--- src/shared/dsfp_regs.vh ---
// What this block does
// - Opcode F5h freezes security at once, with no data phase.
// - After freeze completes, commands altering lock configuration are refused.
// - Frozen state survives hard reset and everything except power removal.
// - While frozen, set password, unlock, disable password and erase unit abort.
// - Opcode F1h stores a user or master password, maybe enabling lock.
// - User password set does not lock now; lock applies after next hard reset or power-on.
// - Master password set stores it but never causes a lock after reset.
// - Set password takes exactly one 256-word sector, then acts on it.
// - Parameter word 0 bit 0 selects user (0) or master (1) password.
// - Parameter word 0 bit 8 selects high (0) or maximum (1) level.
// - Password is words 1 to 16; all 32 bytes are compared later.
// - Word 17 is master revision code, used only for master; reported out.
// - Revision code stored only when 0001h..FFFEh; otherwise old code kept.
// - User at high level: save user password, lock from next hard reset or power-on.
// - Master at either level: store master only, lock enable unchanged.
// - User at maximum level: save user, lock later, master never unlocks.
// - At maximum level only the user password passes the check; erase prep and erase unit abort.
// - At high level the master password is accepted as unlock credential.
`ifndef DSFP_REGS_VH
`define DSFP_REGS_VH

// Register byte offsets
`define DSFP_OFS_DATA 6'h00
`define DSFP_OFS_ERR 6'h04
`define DSFP_OFS_DEVH 6'h18
`define DSFP_OFS_CMD 6'h1C
`define DSFP_OFS_SECST 6'h20
`define DSFP_OFS_REV 6'h24

// Opcodes
`define DSFP_OP_SETPW 8'hF1
`define DSFP_OP_UNLOCK 8'hF2
`define DSFP_OP_ERPREP 8'hF3
`define DSFP_OP_ERUNIT 8'hF4
`define DSFP_OP_FREEZE 8'hF5
`define DSFP_OP_DISPW 8'hF6

// Status and error values
`define DSFP_ST_RST 8'h40
`define DSFP_ST_OK 8'h40
`define DSFP_ST_DRQ 8'h48
`define DSFP_ST_BSY 8'h80
`define DSFP_ST_ABORT 8'h41
`define DSFP_ERR_NONE 8'h00
`define DSFP_ERR_ABT 8'h04

// Parameter sector layout
`define DSFP_CTL_SEL_BIT 0
`define DSFP_CTL_LVL_BIT 8
`define DSFP_DEVH_DEV_BIT 4
`define DSFP_WORD_LAST 8'hFF
`define DSFP_WORD_REV 8'h11
`define DSFP_REV_MIN 16'h0001
`define DSFP_REV_MAX 16'hFFFE
`define DSFP_REV_RST 16'h0000

`endif

--- src/rtl/dsfp_top.v ---
`timescale 1ns/1ns
`include "dsfp_regs.vh"
module dsfp_top #(
    parameter DEV_SEL = 1'b0
) (
    // Clock and reset
    input wire ref_clk_i,
    input wire reset_n_i,
    // Avalon-MM slave
    input wire [5:0] avs_address_i,
    input wire avs_read_i,
    input wire avs_write_i,
    input wire [31:0] avs_writedata_i,
    input wire [3:0] avs_byteenable_i,
    output reg [31:0] avs_readdata_o,
    output reg avs_waitrequest_o,
    // Stored security state
    input wire nv_lock_enabled_i,
    input wire hard_reset_i,
    output reg frozen_o,
    output reg lock_enabled_o,
    output reg locked_o,
    output reg level_max_o,
    output reg [15:0] master_rev_o,
    output reg [255:0] user_pw_o,
    output reg [255:0] master_pw_o,
    // Credential check for the unlock path
    input wire cred_check_i,
    input wire cred_sel_master_i,
    input wire [255:0] cred_pw_i,
    output reg cred_done_o,
    output reg cred_ok_o
);
    ////////////////////////////////////////////////////////////////////////////
    localparam ST_IDLE = 2'b00;
    localparam ST_XFER = 2'b01;
    localparam ST_EXEC = 2'b10;

    reg [1:0] state_q;
    reg [7:0] status_q;
    reg [7:0] error_q;
    reg [7:0] devh_q;
    reg user_valid_q;
    reg master_valid_q;
    reg por_done_q;

    wire [15:0] rx_ctrl;
    wire [255:0] rx_pw;
    wire [15:0] rx_rev;
    wire rx_done;
    wire cmp_match;

    ////////////////////////////////////////////////////////////////////////////
    // One wait state per access; effect lands on the acknowledge edge
    wire bus_req = avs_read_i | avs_write_i;
    wire wr_take = avs_write_i && !avs_waitrequest_o;
    wire wr_lo = avs_byteenable_i[0];
    wire wr_word = avs_byteenable_i[1] && avs_byteenable_i[0];
    wire data_wr = wr_take && wr_word && (avs_address_i == `DSFP_OFS_DATA) &&
        (state_q == ST_XFER);
    wire dev_hit = (devh_q[`DSFP_DEVH_DEV_BIT] == DEV_SEL);
    wire cmd_wr = wr_take && wr_lo && (avs_address_i == `DSFP_OFS_CMD) &&
        (state_q == ST_IDLE) && dev_hit;
    wire [7:0] opcode = avs_writedata_i[7:0];

    wire sel_master = rx_ctrl[`DSFP_CTL_SEL_BIT];
    wire sel_lvl_max = rx_ctrl[`DSFP_CTL_LVL_BIT];
    wire rev_ok = (rx_rev >= `DSFP_REV_MIN) && (rx_rev <= `DSFP_REV_MAX);

    reg [31:0] rd_mux;
    always @* begin
        rd_mux = 32'h0000_0000;
        case (avs_address_i)
            `DSFP_OFS_ERR: rd_mux = {24'h00_0000, error_q};
            `DSFP_OFS_DEVH: rd_mux = {24'h00_0000, devh_q};
            `DSFP_OFS_CMD: rd_mux = {24'h00_0000, status_q};
            `DSFP_OFS_SECST: rd_mux = {26'h000_0000, user_valid_q, master_valid_q,
                level_max_o, locked_o, lock_enabled_o, frozen_o};
            `DSFP_OFS_REV: rd_mux = {16'h0000, master_rev_o};
            default: rd_mux = 32'h0000_0000;
        endcase
    end

    always @(posedge ref_clk_i) begin
        if (!reset_n_i) begin
            avs_waitrequest_o <= 1'b1;
            avs_readdata_o <= 32'h0000_0000;
        end else begin
            if (bus_req && avs_waitrequest_o) begin
                avs_waitrequest_o <= 1'b0;
                avs_readdata_o <= rd_mux;
            end else begin
                avs_waitrequest_o <= 1'b1;
            end
        end
    end

    ////////////////////////////////////////////////////////////////////////////
    // Device/head latch
    always @(posedge ref_clk_i) begin
        if (!reset_n_i) begin
            devh_q <= 8'h00;
        end else if (wr_take && wr_lo && avs_address_i == `DSFP_OFS_DEVH) begin
            devh_q <= avs_writedata_i[7:0];
        end
    end

    ////////////////////////////////////////////////////////////////////////////
    // Command engine
    always @(posedge ref_clk_i) begin
        if (!reset_n_i) begin
            state_q <= ST_IDLE;
            status_q <= `DSFP_ST_RST;
            error_q <= `DSFP_ERR_NONE;
            frozen_o <= 1'b0;
            user_valid_q <= 1'b0;
            master_valid_q <= 1'b0;
            level_max_o <= 1'b0;
            master_rev_o <= `DSFP_REV_RST;
            user_pw_o <= 256'h0;
            master_pw_o <= 256'h0;
        end else begin
            case (state_q)
                ST_IDLE: begin
                    if (cmd_wr) begin
                        case (opcode)
                            `DSFP_OP_FREEZE: begin
                                frozen_o <= 1'b1;
                                status_q <= `DSFP_ST_OK;
                                error_q <= `DSFP_ERR_NONE;
                            end
                            `DSFP_OP_SETPW: begin
                                if (frozen_o || locked_o) begin
                                    status_q <= `DSFP_ST_ABORT;
                                    error_q <= `DSFP_ERR_ABT;
                                end else begin
                                    state_q <= ST_XFER;
                                    status_q <= `DSFP_ST_DRQ;
                                    error_q <= `DSFP_ERR_NONE;
                                end
                            end
                            // Rest of the security set, unlock included, is aborted
                            default: begin
                                status_q <= `DSFP_ST_ABORT;
                                error_q <= `DSFP_ERR_ABT;
                            end
                        endcase
                    end
                end
                ST_XFER: begin
                    if (rx_done) begin
                        state_q <= ST_EXEC;
                        status_q <= `DSFP_ST_BSY;
                    end
                end
                ST_EXEC: begin
                    state_q <= ST_IDLE;
                    status_q <= `DSFP_ST_OK;
                    error_q <= `DSFP_ERR_NONE;
                    if (sel_master) begin
                        master_pw_o <= rx_pw;
                        master_valid_q <= 1'b1;
                        if (rev_ok) begin
                            master_rev_o <= rx_rev;
                        end
                    end else begin
                        user_pw_o <= rx_pw;
                        user_valid_q <= 1'b1;
                        level_max_o <= sel_lvl_max;
                    end
                end
                default: begin
                    state_q <= ST_IDLE;
                end
            endcase
        end
    end

    ////////////////////////////////////////////////////////////////////////////
    // Lock enable and lock state; the strap is caught after release
    always @(posedge ref_clk_i) begin
        if (!reset_n_i) begin
            por_done_q <= 1'b0;
            lock_enabled_o <= 1'b0;
            locked_o <= 1'b0;
        end else begin
            if (!por_done_q) begin
                por_done_q <= 1'b1;
                lock_enabled_o <= nv_lock_enabled_i;
                locked_o <= nv_lock_enabled_i;
            end else begin
                if (state_q == ST_EXEC && !sel_master) begin
                    lock_enabled_o <= 1'b1;
                end
                // Locking never follows from a master set alone
                if (hard_reset_i) begin
                    locked_o <= lock_enabled_o;
                end
            end
        end
    end

    ////////////////////////////////////////////////////////////////////////////
    // Credential check, one cycle
    always @(posedge ref_clk_i) begin
        if (!reset_n_i) begin
            cred_done_o <= 1'b0;
            cred_ok_o <= 1'b0;
        end else begin
            cred_done_o <= cred_check_i;
            if (cred_check_i) begin
                cred_ok_o <= cmp_match;
            end
        end
    end

    ////////////////////////////////////////////////////////////////////////////
    dsfp_sector_rx u_rx (
        .ref_clk_i(ref_clk_i),
        .reset_n_i(reset_n_i),
        .active_i(state_q == ST_XFER),
        .wr_i(data_wr),
        .data_i(avs_writedata_i[15:0]),
        .ctrl_o(rx_ctrl),
        .pw_o(rx_pw),
        .rev_o(rx_rev),
        .done_o(rx_done)
    );

    dsfp_pw_cmp u_cmp (
        .user_pw_i(user_pw_o),
        .master_pw_i(master_pw_o),
        .user_valid_i(user_valid_q),
        .master_valid_i(master_valid_q),
        .level_max_i(level_max_o),
        .cand_pw_i(cred_pw_i),
        .sel_master_i(cred_sel_master_i),
        .match_o(cmp_match)
    );
endmodule

--- src/rtl/dsfp_sector_rx.v ---
`timescale 1ns/1ns
`include "dsfp_regs.vh"
module dsfp_sector_rx (
    // Clock and reset
    input wire ref_clk_i,
    input wire reset_n_i,
    // Word stream
    input wire active_i,
    input wire wr_i,
    input wire [15:0] data_i,
    // Captured fields
    output reg [15:0] ctrl_o,
    output wire [255:0] pw_o,
    output reg [15:0] rev_o,
    output reg done_o
);
    reg [7:0] cnt_q;
    reg [15:0] pw_word_q [0:15];

    // Counter restarts whenever no transfer runs
    always @(posedge ref_clk_i) begin
        if (!reset_n_i || !active_i) begin
            cnt_q <= 8'h00;
            done_o <= 1'b0;
        end else begin
            done_o <= 1'b0;
            if (wr_i) begin
                cnt_q <= cnt_q + 8'h01;
                done_o <= (cnt_q == `DSFP_WORD_LAST);
            end
        end
    end

    always @(posedge ref_clk_i) begin
        if (!reset_n_i) begin
            ctrl_o <= 16'h0000;
            rev_o <= 16'h0000;
        end else if (active_i && wr_i) begin
            if (cnt_q == 8'h00) begin
                ctrl_o <= data_i;
            end
            if (cnt_q == `DSFP_WORD_REV) begin
                rev_o <= data_i;
            end
        end
    end

    genvar gi;
    generate
        for (gi = 0; gi < 16; gi = gi + 1) begin : g_pw
            always @(posedge ref_clk_i) begin
                if (!reset_n_i) begin
                    pw_word_q[gi] <= 16'h0000;
                end else if (active_i && wr_i && cnt_q == gi + 1) begin
                    pw_word_q[gi] <= data_i;
                end
            end
            assign pw_o[gi*16 +: 16] = pw_word_q[gi];
        end
    endgenerate
endmodule

--- src/rtl/dsfp_pw_cmp.v ---
`timescale 1ns/1ns
module dsfp_pw_cmp (
    // Stored credentials
    input wire [255:0] user_pw_i,
    input wire [255:0] master_pw_i,
    input wire user_valid_i,
    input wire master_valid_i,
    input wire level_max_i,
    // Candidate
    input wire [255:0] cand_pw_i,
    input wire sel_master_i,
    // Verdict
    output wire match_o
);
    // Full 256-bit equality, no byte is masked
    wire user_eq = user_valid_i && (cand_pw_i == user_pw_i);
    wire master_eq = master_valid_i && (cand_pw_i == master_pw_i);

    // Master counts only at high level
    assign match_o = sel_master_i ? (master_eq && !level_max_i) : user_eq;
endmodule

--- config.mk ---
export PLATFORM = sky130hd
export DESIGN_NAME = dsfp_top
export DESIGN_NICKNAME = d
export VERILOG_FILES = /design/src/rtl/dsfp_top.v /design/src/rtl/dsfp_sector_rx.v /design/src/rtl/dsfp_pw_cmp.v
export VERILOG_INCLUDE_DIRS = /design/src /design/src/shared
export SDC_FILE = /design/constraint.sdc
export NUM_CORES = 2
export LEC_CHECK = 0
export BUFFER_PORTS_ARGS = -buffer_cell sky130_fd_sc_hd__buf_4
export CORE_ASPECT_RATIO = 1.2
export CORE_MARGIN = 3
export CORE_UTILIZATION = 31
export CTS_BUF_LIST = sky130_fd_sc_hd__clkbuf_8
export DETAILED_ROUTE_END_ITERATION = 12
export GPL_TIMING_DRIVEN = 0
export PLACE_DENSITY = 0.48
export RECOVER_POWER = 50
export SYNTH_ARGS = -nofsm -noshare
export SYNTH_HDL_FRONTEND = slang
export SYNTH_SLANG_ARGS = --single-unit
--- constraint.sdc ---
create_clock -name ref_clk_i -period 4.09 [get_ports ref_clk_i]
set_input_delay 0.409 -clock ref_clk_i [delete_from_list [all_inputs] [get_ports ref_clk_i]]
set_output_delay 0.409 -clock ref_clk_i [all_outputs]
set_load 0.01 [all_outputs]
==> impl_metrics.toml <==
[status]
run_status = "finished, violations left"
violated_checks = "capacitance limit, slew limit"

[floorplanning]
coreArea_um2 = 117000
dieArea_um2 = 122000
floorplan.initialDensity = 0.314
ioPinCount = 873
die_y_um = 383
die-width_um = 320
num_rows = 137

[global_routing]
number_of_antenna_violations_at_the_first_check_in_global_routing = 62
number_of_global_route_vias_before_repair = 34700
grt_max_degree = 17
global_route_wire_length_before_repair_mm = 336
gr-usage-all-layers = 0.418
grt-ovfl-total = 0

[layout]
fin_nets = 5414
fillerInstances = 12500
area_delta_synth_final_pct = 26.0
stdcell_area_um2 = 46200
final_layout_size_suffix_gt1_frac = 0.127

[timing]
worst_slew_margin_rel = -0.136
setup_viol = 0
finalSetupTns_ns = 0
period_minus_slack_ns = 3.85
pin_slew_with_the_least_headroom_to_its_limit_ns = 1.70
finalWorstSetupSlack_ns = 0.244
final.period_utilization = 0.940
timing.final.hold_violations = 0
final_max_slew_viol_count = 25
clock_skews_ns = 0.0374
fmax_mhz = 260
rsz0062_at_grt = "no"

[drt]
vias_per_cell = 5.52
detail_route.first_pass.iterations = 7
drt_wl_total_mm = 265
drc = 0
ant_nets = 0
route.vias.total = 37500
routed_wire_length_per_instance_um = 39.0
initial_detailed_routing_violation_count = 5035

[critical_path]
path_common_cell = "clkbuf_1"
cp-start-kind = "flop"
worstPathArrival_ns = 4.65
worst-path-max-fanout = 10
worst_path_max_delay_cell = "clkbuf_1"
cp.buffers_inverters = 4
critical_setup_path_kind = "reg -> reg"
max_incr_delay_on_cp_ns = 0.99
cp_top_delay_family = "buffers and inverters"
timing.critical_path.cells = "inv_1 > ha_1 > nand2b_1 > clkbuf_1 > clkbuf_1 > clkbuf_1 > nand2_1 > a21oi_1"
worstSetupEndpointType = "flop"
cp.required_ns = 4.90

[synth]
main_flop_type_after_synthesis = "dfxtp_1"
synth_seq_cells = 852
syn_avg_cell_area_um2 = 9.01
synthCells = 4067
seq_area_frac_synth = 0.535
synthDistinctLibCells = 57
synth_most_common_cell = "nand2_1"
synthTopCellsByArea = "dfxtp_1 (33%), edfxtp_1 (21%), nand2_1 (11%), a21oi_1 (7.7%), xnor2_1 (4.9%)"
yosysTopAreaCell = "dfxtp_1"
synthArstFlopShare = 0
synth_area_um2 = 36700
synth.top_cell.area_share = 0.325
ys_warn_count = 0
synth.top_cells.by_count = "nand2_1 (1,100), dfxtp_1 (596), a21oi_1 (565), edfxtp_1 (256), xnor2_1 (205)"
number_of_enable_type_register_cells_in_the_synthesized_netlist = 256

[clocking]
cts_tree = "built"
cts_setup_buffers = 0
clock_tree_root = "clkbuf_8"
clock_sinks = 852
cts_made_buffers = 150
cts_htree_levels = 4
clock_insertion_delay_at_the_later_pin_of_the_skew_report_ns = 0.91
hold_buffers = 17
post_cts_resize_count = 0
cts.reportedPaths.clkPinSlew_ns = 0.06
clockBufferDepth = 3

[placement]
dp_worst_setup_slack_ns = -0.0307
gp_routability_congestion = 1.04
placement.io_buffers = 832
placement.cell_area_um2 = 45300
hpwl_after_detailed_placement_mm = 219

[power_and_ir_drop]
p_per_area_nw_per_um2 = 391
leakagePower_nw = 16.1
irDropWorstVdd_uv = 325

[worst_hold_path]
hp-class = "in -> reg"

[flow_run]
cap_viol_max_count = 3
-- per-stage QoR --
| stage | util | power (mW) | std cells | hold slack [ns] |
|---|---|---|---|---|
| after floorplan | - | 9.45 | 4082 | 0.426 |
| after global placement | 0.384 | 10.5 | 6443 | 0.442 |
| after detailed placement | 0.388 | 10.5 | 6459 | 0.449 |
| after CTS | 0.413 | 18.0 | 6753 | 0.00415 |
| after global routing | 0.395 | 18.4 | 6769 | 0.0462 |
| final | 0.396 | 18.1 | 6798 | 0.0512 |
-- sequential cells by signal (all words and copies together), names as in the netlist, 2 cells and up --
register	count
u_rx.ctrl_o	2
master_rev_o	16
status_q	4
u_rx.pw_word_q	256
state_q	2
master_pw_o	256
avs_readdata_o	16
u_rx.rev_o	16
u_rx.cnt_q	8
user_pw_o	256
devh_q	8
-- cells in the final DEF, fill, tap and decap left out, types with 47 or more instances in the layout --
cell type  Yosys  routed
nand2_1     1100    1102
clkbuf_1     202     748
dfxtp_1      596     596
a21oi_1      565     565
buf_4         17     299
edfxtp_1     256     256
inv_1        141     212
xnor2_1      205     204
xor2_1       180     180
clkbuf_8       0     169
and2_2       127     126
and2_1       132     111
nand4_1       79      79
nor4_1        79      76
nor2_1        74      74
o22ai_1       47      47
-- worst register-to-register path: stages (launching register included) --
cell and delay (ns):
dfxtp_1 0.41, inv_1 0.09, ha_1 0.30, nand2b_1 0.11, clkbuf_1 0.80, clkbuf_1 0.99, clkbuf_1 0.77, nand2_1 0.12
a21oi_1 0.18
-- path summary, 6_finish.rpt --
path | from | endpoint | slack [ns] | cells past startpoint
worst max-delay path | state_q[0] | user_pw_o[123] | 0.24 | 8
worst min-delay path | avs_address_i[4] | u_rx.cnt_q[1] | 0.05 | 5
worst max register to register | state_q[0] | user_pw_o[123] | 0.24 | 8
worst min register to register | avs_readdata_o[13] | avs_readdata_o[13] | 0.46 | 2
-- report_power, final --
group	total (mW)	internal, mW	leakage, nW	switching, mW
Sequential	8.91	8.82	7.23	0.0817
Clock	7.66	3.77	1.68	3.89
Combinational	1.50	0.403	7.18	1.10
Total	18.1	13.0	16.1	5.06
-- cell type report --
cell class	count	area (um^2)	share of cell area
inverters	141	529	0.0115
clock buffers	169	2330	0.0503
well taps	1529	1910	0.0414
diodes	45	113	0.00244
repair buffers	865	4620	0.0999
clock inverters	108	450	0.00975
multi-input cells	2839	15600	0.338
plain buffers	250	1030	0.0223
flip-flops and latches	852	19600	0.425
-- kinds of logic after synthesis --
logic type,after synthesis,synth area share
mux,27,0.00737
compound gates,737,0.112
buf+inv,391,0.0421
simple gates,1665,0.208
xor+xnor,385,0.0920
flops,852,0.535
fa+ha+maj,9,0.00307
other cells,1,0.000102
-- layer usage --
layer / part of all wire / vias up / global-route usage
met1: 0.36 / 18400 / 0.479
met3: 0.11 / 717 / 0.137
met4: 0.096 / 28 / 0.327
li1: - / 15700 / -
met2: 0.43 / 2625 / 0.642
met5: 0.00067 / - / 0
Note: power is estimated with default switching activity, not from simulation.
